## config.mk

```make
export PLATFORM = sky130hd
export DESIGN_NAME = eict_capture_timer
export DESIGN_NICKNAME = d
export VERILOG_FILES = /design/src/logic/eict_capture_timer.v /design/src/logic/eict_filter.v /design/src/logic/eict_divider.v
export VERILOG_INCLUDE_DIRS = /design/src /design/src/logic
export SDC_FILE = /design/constraint.sdc
export NUM_CORES = 1
export LEC_CHECK = 0
export ABC_AREA = 1
export BUFFER_PORTS_ARGS = -buffer_cell sky130_fd_sc_hd__buf_4
export CORE_UTILIZATION = 30
export CTS_CLUSTER_DIAMETER = 150
export CTS_CLUSTER_SIZE = 16
export DETAILED_ROUTE_END_ITERATION = 8
export HOLD_SLACK_MARGIN = 0.05
export PLACE_DENSITY = 0.51
export SYNTH_ARGS = -nofsm -noshare
export SYNTH_HDL_FRONTEND = slang
export SYNTH_SLANG_ARGS = --single-unit
```

## constraint.sdc

```tcl
create_clock -name ref_clk -period 3.1 [get_ports ref_clk]
set_clock_uncertainty 0.15 [all_clocks]
set_input_delay 0.155 -clock ref_clk [delete_from_list [all_inputs] [get_ports ref_clk]]
set_output_delay 0.155 -clock ref_clk [all_outputs]
set_load 0.03 [all_outputs]
```

## src/logic/eict_defines.vh

```
// Register offsets, field positions and encodings of the input capture timer.
`ifndef EICT_DEFINES_VH
`define EICT_DEFINES_VH
`define EICT_ADDR_CNT 8'h00
`define EICT_ADDR_HLD0 8'h04
`define EICT_ADDR_HLD1 8'h08
`define EICT_ADDR_HLD2 8'h0C
`define EICT_ADDR_CMP 8'h10
`define EICT_ADDR_CTL0 8'h14
`define EICT_ADDR_CTL1 8'h18
`define EICT_ADDR_STS 8'h1C
`define EICT_HLD2_RESET 24'h000001
// Main control fields.
`define EICT_C0_BYPASS 3
`define EICT_C0_CHEN_LO 4
`define EICT_C0_SRC_LO 8
`define EICT_C0_CAPIE_LO 16
`define EICT_C0_OVIE 20
`define EICT_C0_CMPIE 21
`define EICT_C0_RUN 24
`define EICT_C0_CLRCMP 25
`define EICT_C0_CLRCAP 26
`define EICT_C0_RELOAD_ENABLE 27
`define EICT_C0_COMPARE_ENABLE 28
`define EICT_C0_UNITEN 29
`define EICT_C0_MASK 32'h3F37_3F78
// Edge and clock control fields.
`define EICT_C1_EDGE_LO 0
`define EICT_C1_RLDS_LO 8
`define EICT_C1_DIV_LO 12
`define EICT_C1_CSRC_LO 16
`define EICT_C1_MASK 32'h0003_773F
// Status fields.
`define EICT_ST_CAPF_LO 0
`define EICT_ST_CMPF 4
`define EICT_ST_OVF 5
`define EICT_ST_LVL_LO 8
// Edge select codes.
`define EICT_EDGE_RISE 2'h0
`define EICT_EDGE_FALL 2'h1
// Filter needs this many equal samples.
`define EICT_FILT_LEN 4
`endif

```

## src/logic/eict_capture_timer.v

```verilog
// Three-channel input capture timer with compare, reload and register port.
//==========================================================
// Function
// - Three capture channels, each with its own hold register.
// - With filter on, edge accepted after four equal new samples.
// - Filter bypass bit routes inputs straight to edge detectors.
// - Per-channel source select: pin, comparator or converter compare.
// - Two-bit edge select per channel: rising, falling or both.
// - Main control bits 6:4 enable channels 0 to 2.
// - Status bits 10:8 show current channel input levels.
// - Divider divides by 1,4,16,32,64,96,112 or 128.
// - Divider source: system clock, dedicated clock or channel input.
// - Unit enable must be set; counting, capture, compare and reload idle while clear.
// - Capture copies counter into hold register; counter keeps running.
// - Capture sets channel flag; interrupt when its enable set.
// - Flags set by hardware, cleared by writing one; zero no effect.
// - Clear-on-capture resets counter to zero on capture.
// - Compare match sets match flag; interrupt if enabled.
// - Clear-on-match clears counter after match.
// - Reload loads compare value on overflow or selected capture of channel 0 or 1.
// - Clear-on-capture with reload: capture performs only reload.
// - Interrupt is OR of five enabled flags.
// - Hold register n takes counter captured by channel n.
`timescale 1ns/10ps
`default_nettype none
`include "eict_defines.vh"
module eict_capture_timer #(
   parameter CW = 24,
   parameter NCH = 3
) (
   input wire ref_clk,
   input wire resetn,
   input wire [7:0] regAddr,
   input wire [31:0] regWdata,
   input wire regWr,
   input wire regRd,
   output reg [31:0] regRdata_q,
   input wire [NCH-1:0] capturePin,
   input wire [NCH-1:0] comparatorCaptureSource,
   input wire converterCompareSource,
   input wire dedicatedCounterClock,
   output reg unitInterrupt_q,
   output reg matchInterrupt_q,
   output reg wrapInterrupt_q
);
   //==========================================================
   // Registers
   reg [CW-1:0] count_q;
   reg [CW-1:0] hold_q [0:NCH-1];
   reg [CW-1:0] cmpVal_q;
   reg [31:0] ctl0_q;
   reg [31:0] ctl1_q;
   reg [NCH-1:0] capFlag_q;
   reg matchFlag_q;
   reg ovfFlag_q;
   reg matchPrev_q;
   wire [NCH-1:0] level;
   wire [NCH-1:0] edgeHit;
   wire [NCH-1:0] capEvent;
   wire unitEn;
   wire tick;
   wire wrCnt;
   wire wrSts;
   wire wrap;
   wire match;
   wire matchEvt;
   wire capAny;
   wire reloadTrig;
   reg [NCH-1:0] srcMux;
   reg divChan;
   reg [31:0] rdMux;
   integer i;
   integer j;

   assign unitEn = ctl0_q[`EICT_C0_UNITEN];

   //==========================================================
   // Channel front ends
   always @* begin
      for (i = 0; i < NCH; i = i + 1) begin
         case (ctl0_q[`EICT_C0_SRC_LO + 2*i +: 2])
            2'h0: srcMux[i] = capturePin[i];
            2'h1: srcMux[i] = comparatorCaptureSource[i];
            default: srcMux[i] = converterCompareSource;
         endcase
      end
   end

   genvar g;
   generate
      for (g = 0; g < NCH; g = g + 1) begin : gChan
         eict_filter uFilt (
            .ref_clk(ref_clk),
            .resetn(resetn),
            .sampleIn(srcMux[g]),
            .bypass(ctl0_q[`EICT_C0_BYPASS]),
            .edgeSel(ctl1_q[`EICT_C1_EDGE_LO + 2*g +: 2]),
            .level_q(level[g]),
            .edgeHit(edgeHit[g])
         );
         // Capture only while the unit and the channel are enabled.
         assign capEvent[g] = edgeHit[g] & unitEn & ctl0_q[`EICT_C0_CHEN_LO + g];
      end
   endgenerate

   //==========================================================
   // Counter clock
   always @* begin
      case (ctl1_q[`EICT_C1_CSRC_LO +: 2])
         2'h2: divChan = level[1];
         2'h3: divChan = level[2];
         default: divChan = level[0];
      endcase
   end

   eict_divider uDiv (
      .ref_clk(ref_clk),
      .resetn(resetn),
      .srcSel(ctl1_q[`EICT_C1_CSRC_LO +: 2]),
      .divSel(ctl1_q[`EICT_C1_DIV_LO +: 3]),
      .dedicatedIn(dedicatedCounterClock),
      .chanIn(divChan),
      .runEn(ctl0_q[`EICT_C0_RUN] & unitEn),
      .tick(tick)
   );

   //==========================================================
   // Counter operation
   assign wrCnt = regWr && (regAddr == `EICT_ADDR_CNT);
   assign wrSts = regWr && (regAddr == `EICT_ADDR_STS);
   assign wrap = tick && (&count_q);
   assign match = unitEn && ctl0_q[`EICT_C0_COMPARE_ENABLE] && (count_q == cmpVal_q);
   // Flag a match once on entry so a stopped counter does not re-fire.
   assign matchEvt = match && !matchPrev_q;
   assign capAny = |capEvent;
   assign reloadTrig = unitEn && ctl0_q[`EICT_C0_RELOAD_ENABLE] &&
      ((ctl1_q[`EICT_C1_RLDS_LO] && wrap) ||
       (ctl1_q[`EICT_C1_RLDS_LO + 1] && capEvent[0]) ||
       (ctl1_q[`EICT_C1_RLDS_LO + 2] && capEvent[1]) ||
       (ctl1_q[`EICT_C1_RLDS_LO + 3] && capEvent[2]));

   always @(posedge ref_clk) begin
      if (!resetn) begin
         count_q <= {CW{1'b0}};
         matchPrev_q <= 1'b0;
      end else begin
         matchPrev_q <= match;
         if (reloadTrig)
            count_q <= cmpVal_q;
         else if (capAny && ctl0_q[`EICT_C0_CLRCAP] && !ctl0_q[`EICT_C0_RELOAD_ENABLE])
            count_q <= {CW{1'b0}};
         else if (matchEvt && ctl0_q[`EICT_C0_CLRCMP])
            count_q <= {CW{1'b0}};
         else if (wrCnt)
            count_q <= regWdata[CW-1:0];
         else if (tick)
            count_q <= count_q + {{(CW-1){1'b0}}, 1'b1};
      end
   end

   //==========================================================
   // Hold registers
   always @(posedge ref_clk) begin
      if (!resetn) begin
         for (j = 0; j < NCH; j = j + 1)
            hold_q[j] <= (j == 2) ? `EICT_HLD2_RESET : {CW{1'b0}};
      end else begin
         for (j = 0; j < NCH; j = j + 1) begin
            if (capEvent[j])
               hold_q[j] <= count_q;
            else if (regWr && (regAddr == `EICT_ADDR_HLD0 + 8'h04 * j[7:0]))
               hold_q[j] <= regWdata[CW-1:0];
         end
      end
   end

   //==========================================================
   // Control registers
   always @(posedge ref_clk) begin
      if (!resetn) begin
         cmpVal_q <= {CW{1'b0}};
         ctl0_q <= 32'h0000_0000;
         ctl1_q <= 32'h0000_0000;
      end else if (regWr) begin
         if (regAddr == `EICT_ADDR_CMP)
            cmpVal_q <= regWdata[CW-1:0];
         if (regAddr == `EICT_ADDR_CTL0)
            ctl0_q <= regWdata & `EICT_C0_MASK;
         if (regAddr == `EICT_ADDR_CTL1)
            ctl1_q <= regWdata & `EICT_C1_MASK;
      end
   end

   //==========================================================
   // Flags: a set in the same cycle as a clear wins.
   always @(posedge ref_clk) begin
      if (!resetn) begin
         capFlag_q <= {NCH{1'b0}};
         matchFlag_q <= 1'b0;
         ovfFlag_q <= 1'b0;
      end else begin
         capFlag_q <= (capFlag_q & ~({NCH{wrSts}} & regWdata[`EICT_ST_CAPF_LO +: NCH]))
                      | capEvent;
         matchFlag_q <= (matchFlag_q & ~(wrSts & regWdata[`EICT_ST_CMPF])) | matchEvt;
         ovfFlag_q <= (ovfFlag_q & ~(wrSts & regWdata[`EICT_ST_OVF])) | wrap;
      end
   end

   //==========================================================
   // Interrupt outputs
   always @(posedge ref_clk) begin
      if (!resetn) begin
         unitInterrupt_q <= 1'b0;
         matchInterrupt_q <= 1'b0;
         wrapInterrupt_q <= 1'b0;
      end else begin
         matchInterrupt_q <= matchFlag_q & ctl0_q[`EICT_C0_CMPIE];
         wrapInterrupt_q <= ovfFlag_q & ctl0_q[`EICT_C0_OVIE];
         unitInterrupt_q <= |(capFlag_q & ctl0_q[`EICT_C0_CAPIE_LO +: NCH])
                            | (matchFlag_q & ctl0_q[`EICT_C0_CMPIE])
                            | (ovfFlag_q & ctl0_q[`EICT_C0_OVIE]);
      end
   end

   //==========================================================
   // Read port
   always @* begin
      rdMux = 32'h0000_0000;
      case (regAddr)
         `EICT_ADDR_CNT: rdMux[CW-1:0] = count_q;
         `EICT_ADDR_HLD0: rdMux[CW-1:0] = hold_q[0];
         `EICT_ADDR_HLD1: rdMux[CW-1:0] = hold_q[1];
         `EICT_ADDR_HLD2: rdMux[CW-1:0] = hold_q[2];
         `EICT_ADDR_CMP: rdMux[CW-1:0] = cmpVal_q;
         `EICT_ADDR_CTL0: rdMux = ctl0_q;
         `EICT_ADDR_CTL1: rdMux = ctl1_q;
         `EICT_ADDR_STS: begin
            rdMux[`EICT_ST_CAPF_LO +: NCH] = capFlag_q;
            rdMux[`EICT_ST_CMPF] = matchFlag_q;
            rdMux[`EICT_ST_OVF] = ovfFlag_q;
            rdMux[`EICT_ST_LVL_LO +: NCH] = level;
         end
         default: rdMux = 32'h0000_0000;
      endcase
   end

   always @(posedge ref_clk) begin
      if (!resetn)
         regRdata_q <= 32'h0000_0000;
      else if (regRd)
         regRdata_q <= rdMux;
      else
         regRdata_q <= 32'h0000_0000;
   end
endmodule // eict_capture_timer
`default_nettype wire

```

## src/logic/eict_filter.v

```verilog
// Four-sample noise filter with bypass and edge detector for one channel.
`timescale 1ns/10ps
`default_nettype none
`include "eict_defines.vh"
module eict_filter #(
   parameter LEN = `EICT_FILT_LEN
) (
   input wire ref_clk,
   input wire resetn,
   input wire sampleIn,
   input wire bypass,
   input wire [1:0] edgeSel,
   output reg level_q,
   output wire edgeHit
);
   reg [LEN-1:0] hist_q;
   reg prevLevel_q;
   wire filtLevel;
   wire allOne;
   wire allZero;
   wire rise;
   wire fall;
   assign allOne = &hist_q;
   assign allZero = ~|hist_q;
   // Level changes only after LEN equal samples of the new value.
   assign filtLevel = allOne ? 1'b1 : (allZero ? 1'b0 : level_q);
   always @(posedge ref_clk) begin
      if (!resetn) begin
         hist_q <= {LEN{1'b0}};
         level_q <= 1'b0;
         prevLevel_q <= 1'b0;
      end else begin
         hist_q <= {hist_q[LEN-2:0], sampleIn};
         level_q <= bypass ? sampleIn : filtLevel;
         prevLevel_q <= level_q;
      end
   end
   assign rise = level_q & ~prevLevel_q;
   assign fall = ~level_q & prevLevel_q;
   assign edgeHit = (edgeSel == `EICT_EDGE_RISE) ? rise :
                    (edgeSel == `EICT_EDGE_FALL) ? fall : (rise | fall);
endmodule // eict_filter
`default_nettype wire

```

## src/logic/eict_divider.v

```verilog
// Selectable-source prescaler producing a one-cycle counter tick.
`timescale 1ns/10ps
`default_nettype none
module eict_divider (
   input wire ref_clk,
   input wire resetn,
   input wire [1:0] srcSel,
   input wire [2:0] divSel,
   input wire dedicatedIn,
   input wire chanIn,
   input wire runEn,
   output wire tick
);
   reg [6:0] cnt_q;
   reg srcPrev_q;
   reg [6:0] limit;
   wire srcPulse;
   wire dedEdge;
   always @* begin
      case (divSel)
         3'h0: limit = 7'h00;
         3'h1: limit = 7'h03;
         3'h2: limit = 7'h0F;
         3'h3: limit = 7'h1F;
         3'h4: limit = 7'h3F;
         3'h5: limit = 7'h5F;
         3'h6: limit = 7'h6F;
         default: limit = 7'h7F;
      endcase
   end
   // Slow sources count on their rising edge, the system clock every cycle.
   assign dedEdge = (srcSel == 2'h1) ? dedicatedIn : chanIn;
   assign srcPulse = (srcSel == 2'h0) ? 1'b1 : (dedEdge & ~srcPrev_q);
   always @(posedge ref_clk) begin
      if (!resetn) begin
         cnt_q <= 7'h00;
         srcPrev_q <= 1'b0;
      end else begin
         srcPrev_q <= dedEdge;
         if (!runEn)
            cnt_q <= 7'h00;
         else if (srcPulse)
            cnt_q <= (cnt_q >= limit) ? 7'h00 : cnt_q + 7'h01;
      end
   end
   assign tick = runEn & srcPulse & (cnt_q >= limit);
endmodule // eict_divider
`default_nettype wire

```

==> impl_metrics.csv, run 1 <==
group,metric,value,unit
synthesis,yosys-top-cells-area,"dfxtp_1 25%, edfxtp_1 18%, nand2_1 13%",
die,io_pins,87,
drt,drt_first_pass_iters,8,
synthesis,yosysUniqueCellTypes,49,
global_routing,grt_pass1_vias,10674,
layout,syn2layout_area_growth,18.4,%
sta,rsz0062_at_grt,"false",
critical_path,crit_type,"reg -> reg",
pwr,power.leakage,5.93,nW
die,core-area,38600,µm²
layout,n_antenna_cell,0,
place,gp_congestion,0.963,
drt,wl,45.3,mm
critical_path,critPathMaxFanout,24,
synthesis,synthFlopType,"dfxtp_1",
clocking,cts.sinks,220,
critical_path,slowest_delay,0.64,ns
critical_path,path_buf_inv,0,
layout,num-fill-cells,4099,
clocking,root_buffer,"clkbuf_16",
die,die_width,200,µm
synthesis,synth_top_cells_by_count,"416 x nand2_1, 205 x inv_1, 169 x o21ai_0",
sta,post-route-period-util,0.909,
clocking,clockBufferDepth,3,
critical_path,cpLargestDelayFamily,"simple AND/OR/NAND/NOR gates",
global_routing,antenna_found_initial,2,
synthesis,ys_async_sr_fraction,0,
pwr,ir_drop,267,µV
sta,worst_pin_slew,0.919,ns
sta,post-route-min-period,2.82,ns
synthesis,synth_top_area_share,0.252,
critical_path,worstPathArrival,3.08,ns
layout,finish.instance_area,13900,µm²
drt,antenna_left,0,
run,cap_viol_max_count,0,
critical_path,crit_slowest_cell,"dfxtp_1",
global_routing,grt_overflow,0,
synthesis,synth.most_common_cell,"nand2_1",
clocking,htree_levels,1,
layout,drive_gt1_frac,0.108,
place,place_hpwl,32.5,mm
synthesis,syn-cell-area,11800,µm²
place,placed_area,13000,µm²
die,die-area,40000,µm²
hold_path,hp-class,"in -> reg",
sta,slew_viol_final,0,
global_routing,grt_pass1_wl,67.9,mm
place,io_buffers,82,
sta,fin_setup_tns,0,ns
synthesis,yosysTopAreaCell,"dfxtp_1",
clocking,clock_latency,0.54,ns
run_status,status,"finished clean",
critical_path,crit_chain,"nand2_1, nor3_1, nand4_2, nor2_2, nand3_1, nand2_2, nand2_4, nand3_4, nand2_1, nor2_1, nor2_1",
global_routing,grt_start_max_net_pins,71,
sta,finalSetupViolations,0,
layout,nets,1808,
die,rows,72,
drt,viasPerCell,5.06,
critical_path,cp.required,3.37,ns
drt,vias,11480,
synthesis,synth_area_per_cell,7.16,µm²
global_routing,grtUsageTotal,0.229,
synthesis,synth_seq_area_share,0.435,
critical_path,setup.worst_path.end_class,"flip-flop",
die,fp.dieH,200,µm
die,start_util,0.305,
sta,max_slew_margin,0.386,
clocking,cts_tree,"done",
clocking,cts_buffers,17,
pwr,p_per_area,396,nW/µm²
sta,fmax,355,MHz
clocking,clk_pin_slew,0.09,ns
synthesis,synthCells,1643,
synthesis,synth_seq_cells,220,
sta,hold_violations,0,
drt,avgRoutedWirePerCell,19.9,µm
drt,first_iter_violations,1029,
synthesis,ys_warn_count,0,
synthesis,synth_edf_count,72,
drt,drc,0,
critical_path,startpoint_type,"flip-flop",
-- final cells by class --
type                       instances  area (µm²)  area share
clock inverter                     1        8.76    0.000629
timing repair buffer             178        1470       0.105
clock buffer                      29         492      0.0353
tap                              518         648      0.0465
multi-input combinational       1107        5370       0.386
sequential                       220        5120       0.368
inverter                         217         820      0.0588
-- sequential cells by signal, summed over array words and instances, names as in the netlist, 3 cells and up --
| signal | cells |
|---|---|
| gChan.uFilt.prevLevel_q | 3 |
| ctl0_q | 21 |
| count_q | 24 |
| ctl1_q | 14 |
| capFlag_q | 3 |
| regRdata_q | 30 |
| gChan.uFilt.hist_q | 12 |
| gChan.uFilt.level_q | 3 |
| uDiv.cnt_q | 7 |
| cmpVal_q | 24 |
| hold_q | 72 |
-- worst reg2reg max path, stage by stage, from the launching register on --
cell     delay, ns
dfxtp_1       0.64
nand2_1       0.17
nor3_1        0.34
nand4_2       0.17
nor2_2        0.25
nand3_1       0.13
nand2_2       0.12
nand2_4       0.11
nand3_4       0.34
nand2_1       0.11
nor2_1        0.12
nor2_1        0.05
-- kinds of logic (layout without fill, tap and decap cells) --
logic type               Yosys count  count (layout)  share of synthesized area
AND/OR/NAND/NOR                  732             732                      0.265
AO/OA/AOI/OAI                    349             349                      0.166
adder cells (fa/ha/maj)           15              15                     0.0159
buffers and inverters            317             425                      0.110
other                              1               2                   0.000319
flip-flops                       220             220                      0.435
XOR/XNOR                           9               9                    0.00670
-- through the flow --
step / util / hold WS (ns) / cells / power [W] / setup slack, ns
final: 0.360 / 0.108 / 2270 / 0.00551 / 0.283
after global routing: 0.360 / 0.144 / 2270 / 0.00569 / 0.0627
after CTS: 0.360 / 0.0973 / 2270 / 0.00557 / 0.325
after detailed placement: 0.337 / 0.284 / 2198 / 0.00333 / 0.327
after global placement: 0.337 / 0.272 / 2198 / 0.00333 / 0.388
after floorplan: - / 0.170 / 1644 / 0.00319 / 0.528
-- final timing paths --
kind,start,end,slack (ns),cells after the start
worst max-delay path,count_q[17],count_q[2],0.28,11
worst min-delay path,regAddr[2],regRdata_q[2],0.11,4
worst max register to register,count_q[17],count_q[2],0.28,11
worst min register to register,gChan[0].uFilt.hist_q[1],gChan[0].uFilt.hist_q[2],0.29,2
-- metal layers --
layer  GRT usage  wire (µm)  vias to the layer above
met2       0.374      20600                      364
met4      0.0710       1260                        0
met1       0.317      20700                     5463
li1            -          -                     5584
met3      0.0245       2670                       69
met5           0          0                        -
-- timing repair --
item | 4_1_cts | 5_1_grt
hold buffers | 42 | 0
endpoints found under the setup margin | 0 | 0
hold endpoints to repair | 146 | 0
resized for setup | 0 | 0
setup buffers | 0 | 0
-- where the power goes --
group	switching (W)	internal, W	total (W)
clock	0.00111	0.00109	0.00220
sequential	0.0000148	0.00301	0.00302
combinational	0.000179	0.000110	0.000288
total	0.00131	0.00421	0.00551
-- placed cells by master, fill, tap and decap left out, types with 9 or more instances in the layout --
cell and instances:
a21oi_1 91, a221oi_1 17, a31oi_1 9, buf_4 134, clkbuf_1 11, clkbuf_16 18
dfxtp_1 148, dlygate4sd3_1 42, edfxtp_1 72, ha_1 15, inv_1 205, inv_2 9
nand2_1 416, nand3_1 89, nand4_1 41, nor2_1 141, nor3_1 12, o211ai_1 14
o21ai_0 169, o21ai_1 12, o22ai_1 16
No activity file was read; power rests on OpenSTA's default activity.
==> run 2: changes to the inputs <==
--- a/config.mk
+++ b/config.mk
@@ -7,13 +7,14 @@
 export NUM_CORES = 1
 export LEC_CHECK = 0
 export ABC_AREA = 1
-export BUFFER_PORTS_ARGS = -buffer_cell sky130_fd_sc_hd__buf_4
+export BUFFER_PORTS_ARGS = -buffer_cell sky130_fd_sc_hd__buf_2
 export CORE_UTILIZATION = 30
 export CTS_CLUSTER_DIAMETER = 150
 export CTS_CLUSTER_SIZE = 16
 export DETAILED_ROUTE_END_ITERATION = 8
 export HOLD_SLACK_MARGIN = 0.05
 export PLACE_DENSITY = 0.51
+export REMOVE_ABC_BUFFERS = 1
 export SYNTH_ARGS = -nofsm -noshare
 export SYNTH_HDL_FRONTEND = slang
 export SYNTH_SLANG_ARGS = --single-unit
==> constraint.sdc (replaced) <==
create_clock -name ref_clk -period 3.6 [get_ports ref_clk]
set_clock_uncertainty 0.15 [all_clocks]
set_input_delay 0.18 -clock ref_clk [delete_from_list [all_inputs] [get_ports ref_clk]]
set_output_delay 0.18 -clock ref_clk [all_outputs]
set_load 0.03 [all_outputs]
==> run 2 against run 1 <==
Compared with the run above: the run now ends with design-rule violations left; clock power decreased by 15%; worst hold slack got worse by 0.055 ns; global-route usage decreased by 1.6 points; final cell count is 0.97% lower; via count fell by 1.8%; sequential share of layout area rose by 1.0 points; die area stayed put.
==> impl_metrics.csv, run 2 (synthesized netlist as in run 1, its figures left out) <==
group,metric,value,unit
critical_path,cp.depth,18,
layout,nets,1788,
pwr,power.net_switching,0.00108,W
global_routing,grt_pass1_vias,10773,
critical_path,r2r_cells,18,
clocking,htree_levels,1,
layout,finish.instance_area,13500,µm²
run,cap_viol_max_count,0,
layout,reg_top3,"hold_q: 72 flops, regRdata_q: 30 flops",
drt,avgRoutedWirePerCell,18.4,µm
drt,wl,41.4,mm
critical_path,cpLargestDelayFamily,"simple AND/OR/NAND/NOR gates",
global_routing,grt_overflow,0,
clocking,root_buffer,"clkbuf_16",
sta,rsz0062_at_grt,"false",
critical_path,r2r_end,"count_q[21]",
layout,multi_input_area,5370,µm²
critical_path,worstPathArrival,3.39,ns
critical_path,cp_common_cell,"nand2_1",
sta,post-route-period-util,0.860,
drt,antenna_left,0,
place,place_hpwl,29.4,mm
pwr,p_per_area,345,nW/µm²
critical_path,critPathMaxFanout,25,
pwr,ir_drop,186,µV
critical_path,crit_chain,"nor3_1, inv_1, ha_1, inv_1, nand2_1, nand3_1, nand2_1, nand2_1, nand2_1, nand2_1, o21ai_0, inv_1, nand2_1, inv_2, nand3_4, nand2_1, nor2_1, nor2_1",
clocking,cts_buffers,17,
critical_path,reg2reg_from,"ctl1_q[12]",
layout,largest_reg_flops,72,
hold_path,hold_end,"gChan[2].uFilt.hist_q[0]",
global_routing,antenna_found_initial,1,
layout,regArea,5120,µm²
critical_path,path_buf_inv,4,
sta,hold_violations,0,
die,core-area,38600,µm²
layout,final_cell_mix,"416 x nand2_1, 205 x inv_1, 169 x o21ai_0, 148 x dfxtp_1, 141 x nor2_1",
layout,syn2layout_area_growth,15.1,%
critical_path,cp.required,3.89,ns
clocking,holdBufCountCts,40,
pwr,power.leakage,5.78,nW
drt,vias,11270,
drt,viasPerCell,5.01,
critical_path,crit_type,"reg -> reg",
place,dp_slack,0.510,ns
critical_path,slowest_delay,0.45,ns
sta,fmax,323,MHz
die,die_width,200,µm
place,placed_area,12700,µm²
critical_path,r2r_slack,0.50,ns
clocking,cts.sinks,220,
layout,instances_no_fill,2248,
layout,drive_gt1_frac,0.0983,
layout,n_antenna_cell,0,
critical_path,crit_slowest_cell,"nand3_4",
pwr,sequentialPowerShare,0.557,
sta,worst_pin_slew,0.778,ns
die,start_util,0.305,
global_routing,grt_start_max_net_pins,73,
pwr,pwr-share-comb,0.046,
pwr,p_sw_frac,0.231,
drt,drt_first_pass_iters,7,
sta,fin_ws,0.502,ns
layout,final_util,0.351,
clocking,cts_tree,"done",
sta,slew_viol_final,0,
run_status,status,"finished with violations",
global_routing,grt_pass1_wl,64.9,mm
critical_path,startpoint_type,"flip-flop",
hold_path,min_from,"capturePin[2]",
place,placed_cells,2180,
pwr,internal_power,0.00359,W
die,io_pins,87,
drt,first_iter_violations,1028,
sta,fin_hold_ws,0.0526,ns
clocking,cts_resized,0,
global_routing,grtUsageTotal,0.213,
critical_path,setup.worst_path.end_class,"flip-flop",
die,rows,72,
hold_path,min_path_cells,5,
sta,post-route-min-period,3.10,ns
layout,top_register,"hold_q",
run_status,violations,"design-rule violations",
place,io_buffers,82,
layout,mostFrequentLayoutCell,"nand2_1",
die,die-area,40000,µm²
pwr,clockPowerShare,0.397,
place,gp_congestion,0.932,
clocking,clockBufferDepth,3,
drt,drc,1,
clocking,clock_latency,0.51,ns
sta,finalSetupViolations,0,
clocking,cts_setup_buffers,0,
layout,num-fill-cells,4125,
sta,max_slew_margin,0.479,
clocking,clk_pin_slew,0.08,ns
hold_path,hp-class,"in -> reg",
die,fp.dieH,200,µm
run 2: per-layer routing:
| metal | up-vias | global-route usage | part of all wire |
|---|---|---|---|
| met2 | 324 | 0.364 | 0.47 |
| li1 | 5551 | - | - |
| met5 | - | 0 | 0 |
| met3 | 65 | 0.0176 | 0.047 |
| met1 | 5330 | 0.290 | 0.46 |
| met4 | 0 | 0.0540 | 0.023 |
run 2: how the worst max path moves through the flow:
stage                         endpoint  startpoint
final                      count_q[21]  ctl1_q[12]
after global routing        count_q[8]  ctl1_q[12]
after CTS                   count_q[5]  ctl1_q[12]
after floorplan           hold_q[2][0]  regAddr[7]
after global placement     count_q[22]  ctl1_q[12]
after detailed placement    count_q[4]  ctl1_q[12]
run 2: power by group through the flow:
| stage | Clock (W) | Sequential [W] | Combinational [W] |
|---|---|---|---|
| 6_report | 0.00186 | 0.00260 | 0.000214 |
| 5_1_grt | 0.00200 | 0.00261 | 0.000237 |
| 4_1_cts | 0.00191 | 0.00260 | 0.000215 |
| 3_5_place_dp | 0 | 0.00266 | 0.000182 |
| 3_3_place_gp | 0 | 0.00266 | 0.000180 |
| 2_1_floorplan | 0 | 0.00266 | 0.0000707 |
run 2: cell type report:
type / instances / area share
multi-input cells: 1107 / 0.396
well taps: 518 / 0.0478
clock buffers: 28 / 0.0360
flip-flops and latches: 220 / 0.378
repair buffers: 158 / 0.0809
inverters: 217 / 0.0605
run 2: metrics by stage:
| step | setup TNS, ns | power [W] |
|---|---|---|
| finish | 0 | 0.00467 |
| global route | 0 | 0.00484 |
| CTS | 0 | 0.00473 |
| detailed placement | 0 | 0.00284 |
| global placement | 0 | 0.00284 |
| floorplan | -14.82 | 0.00273 |
run 2: worst min-delay path, delay by kind of cell:
| kind | cells | cell delay [ns] |
|---|---|---|
| AOI/OAI and AO/OA | 1 | 0.14 |
| and+or+nand+nor | 3 | 0.27 |
| buffers and inverters | 1 | 0.09 |
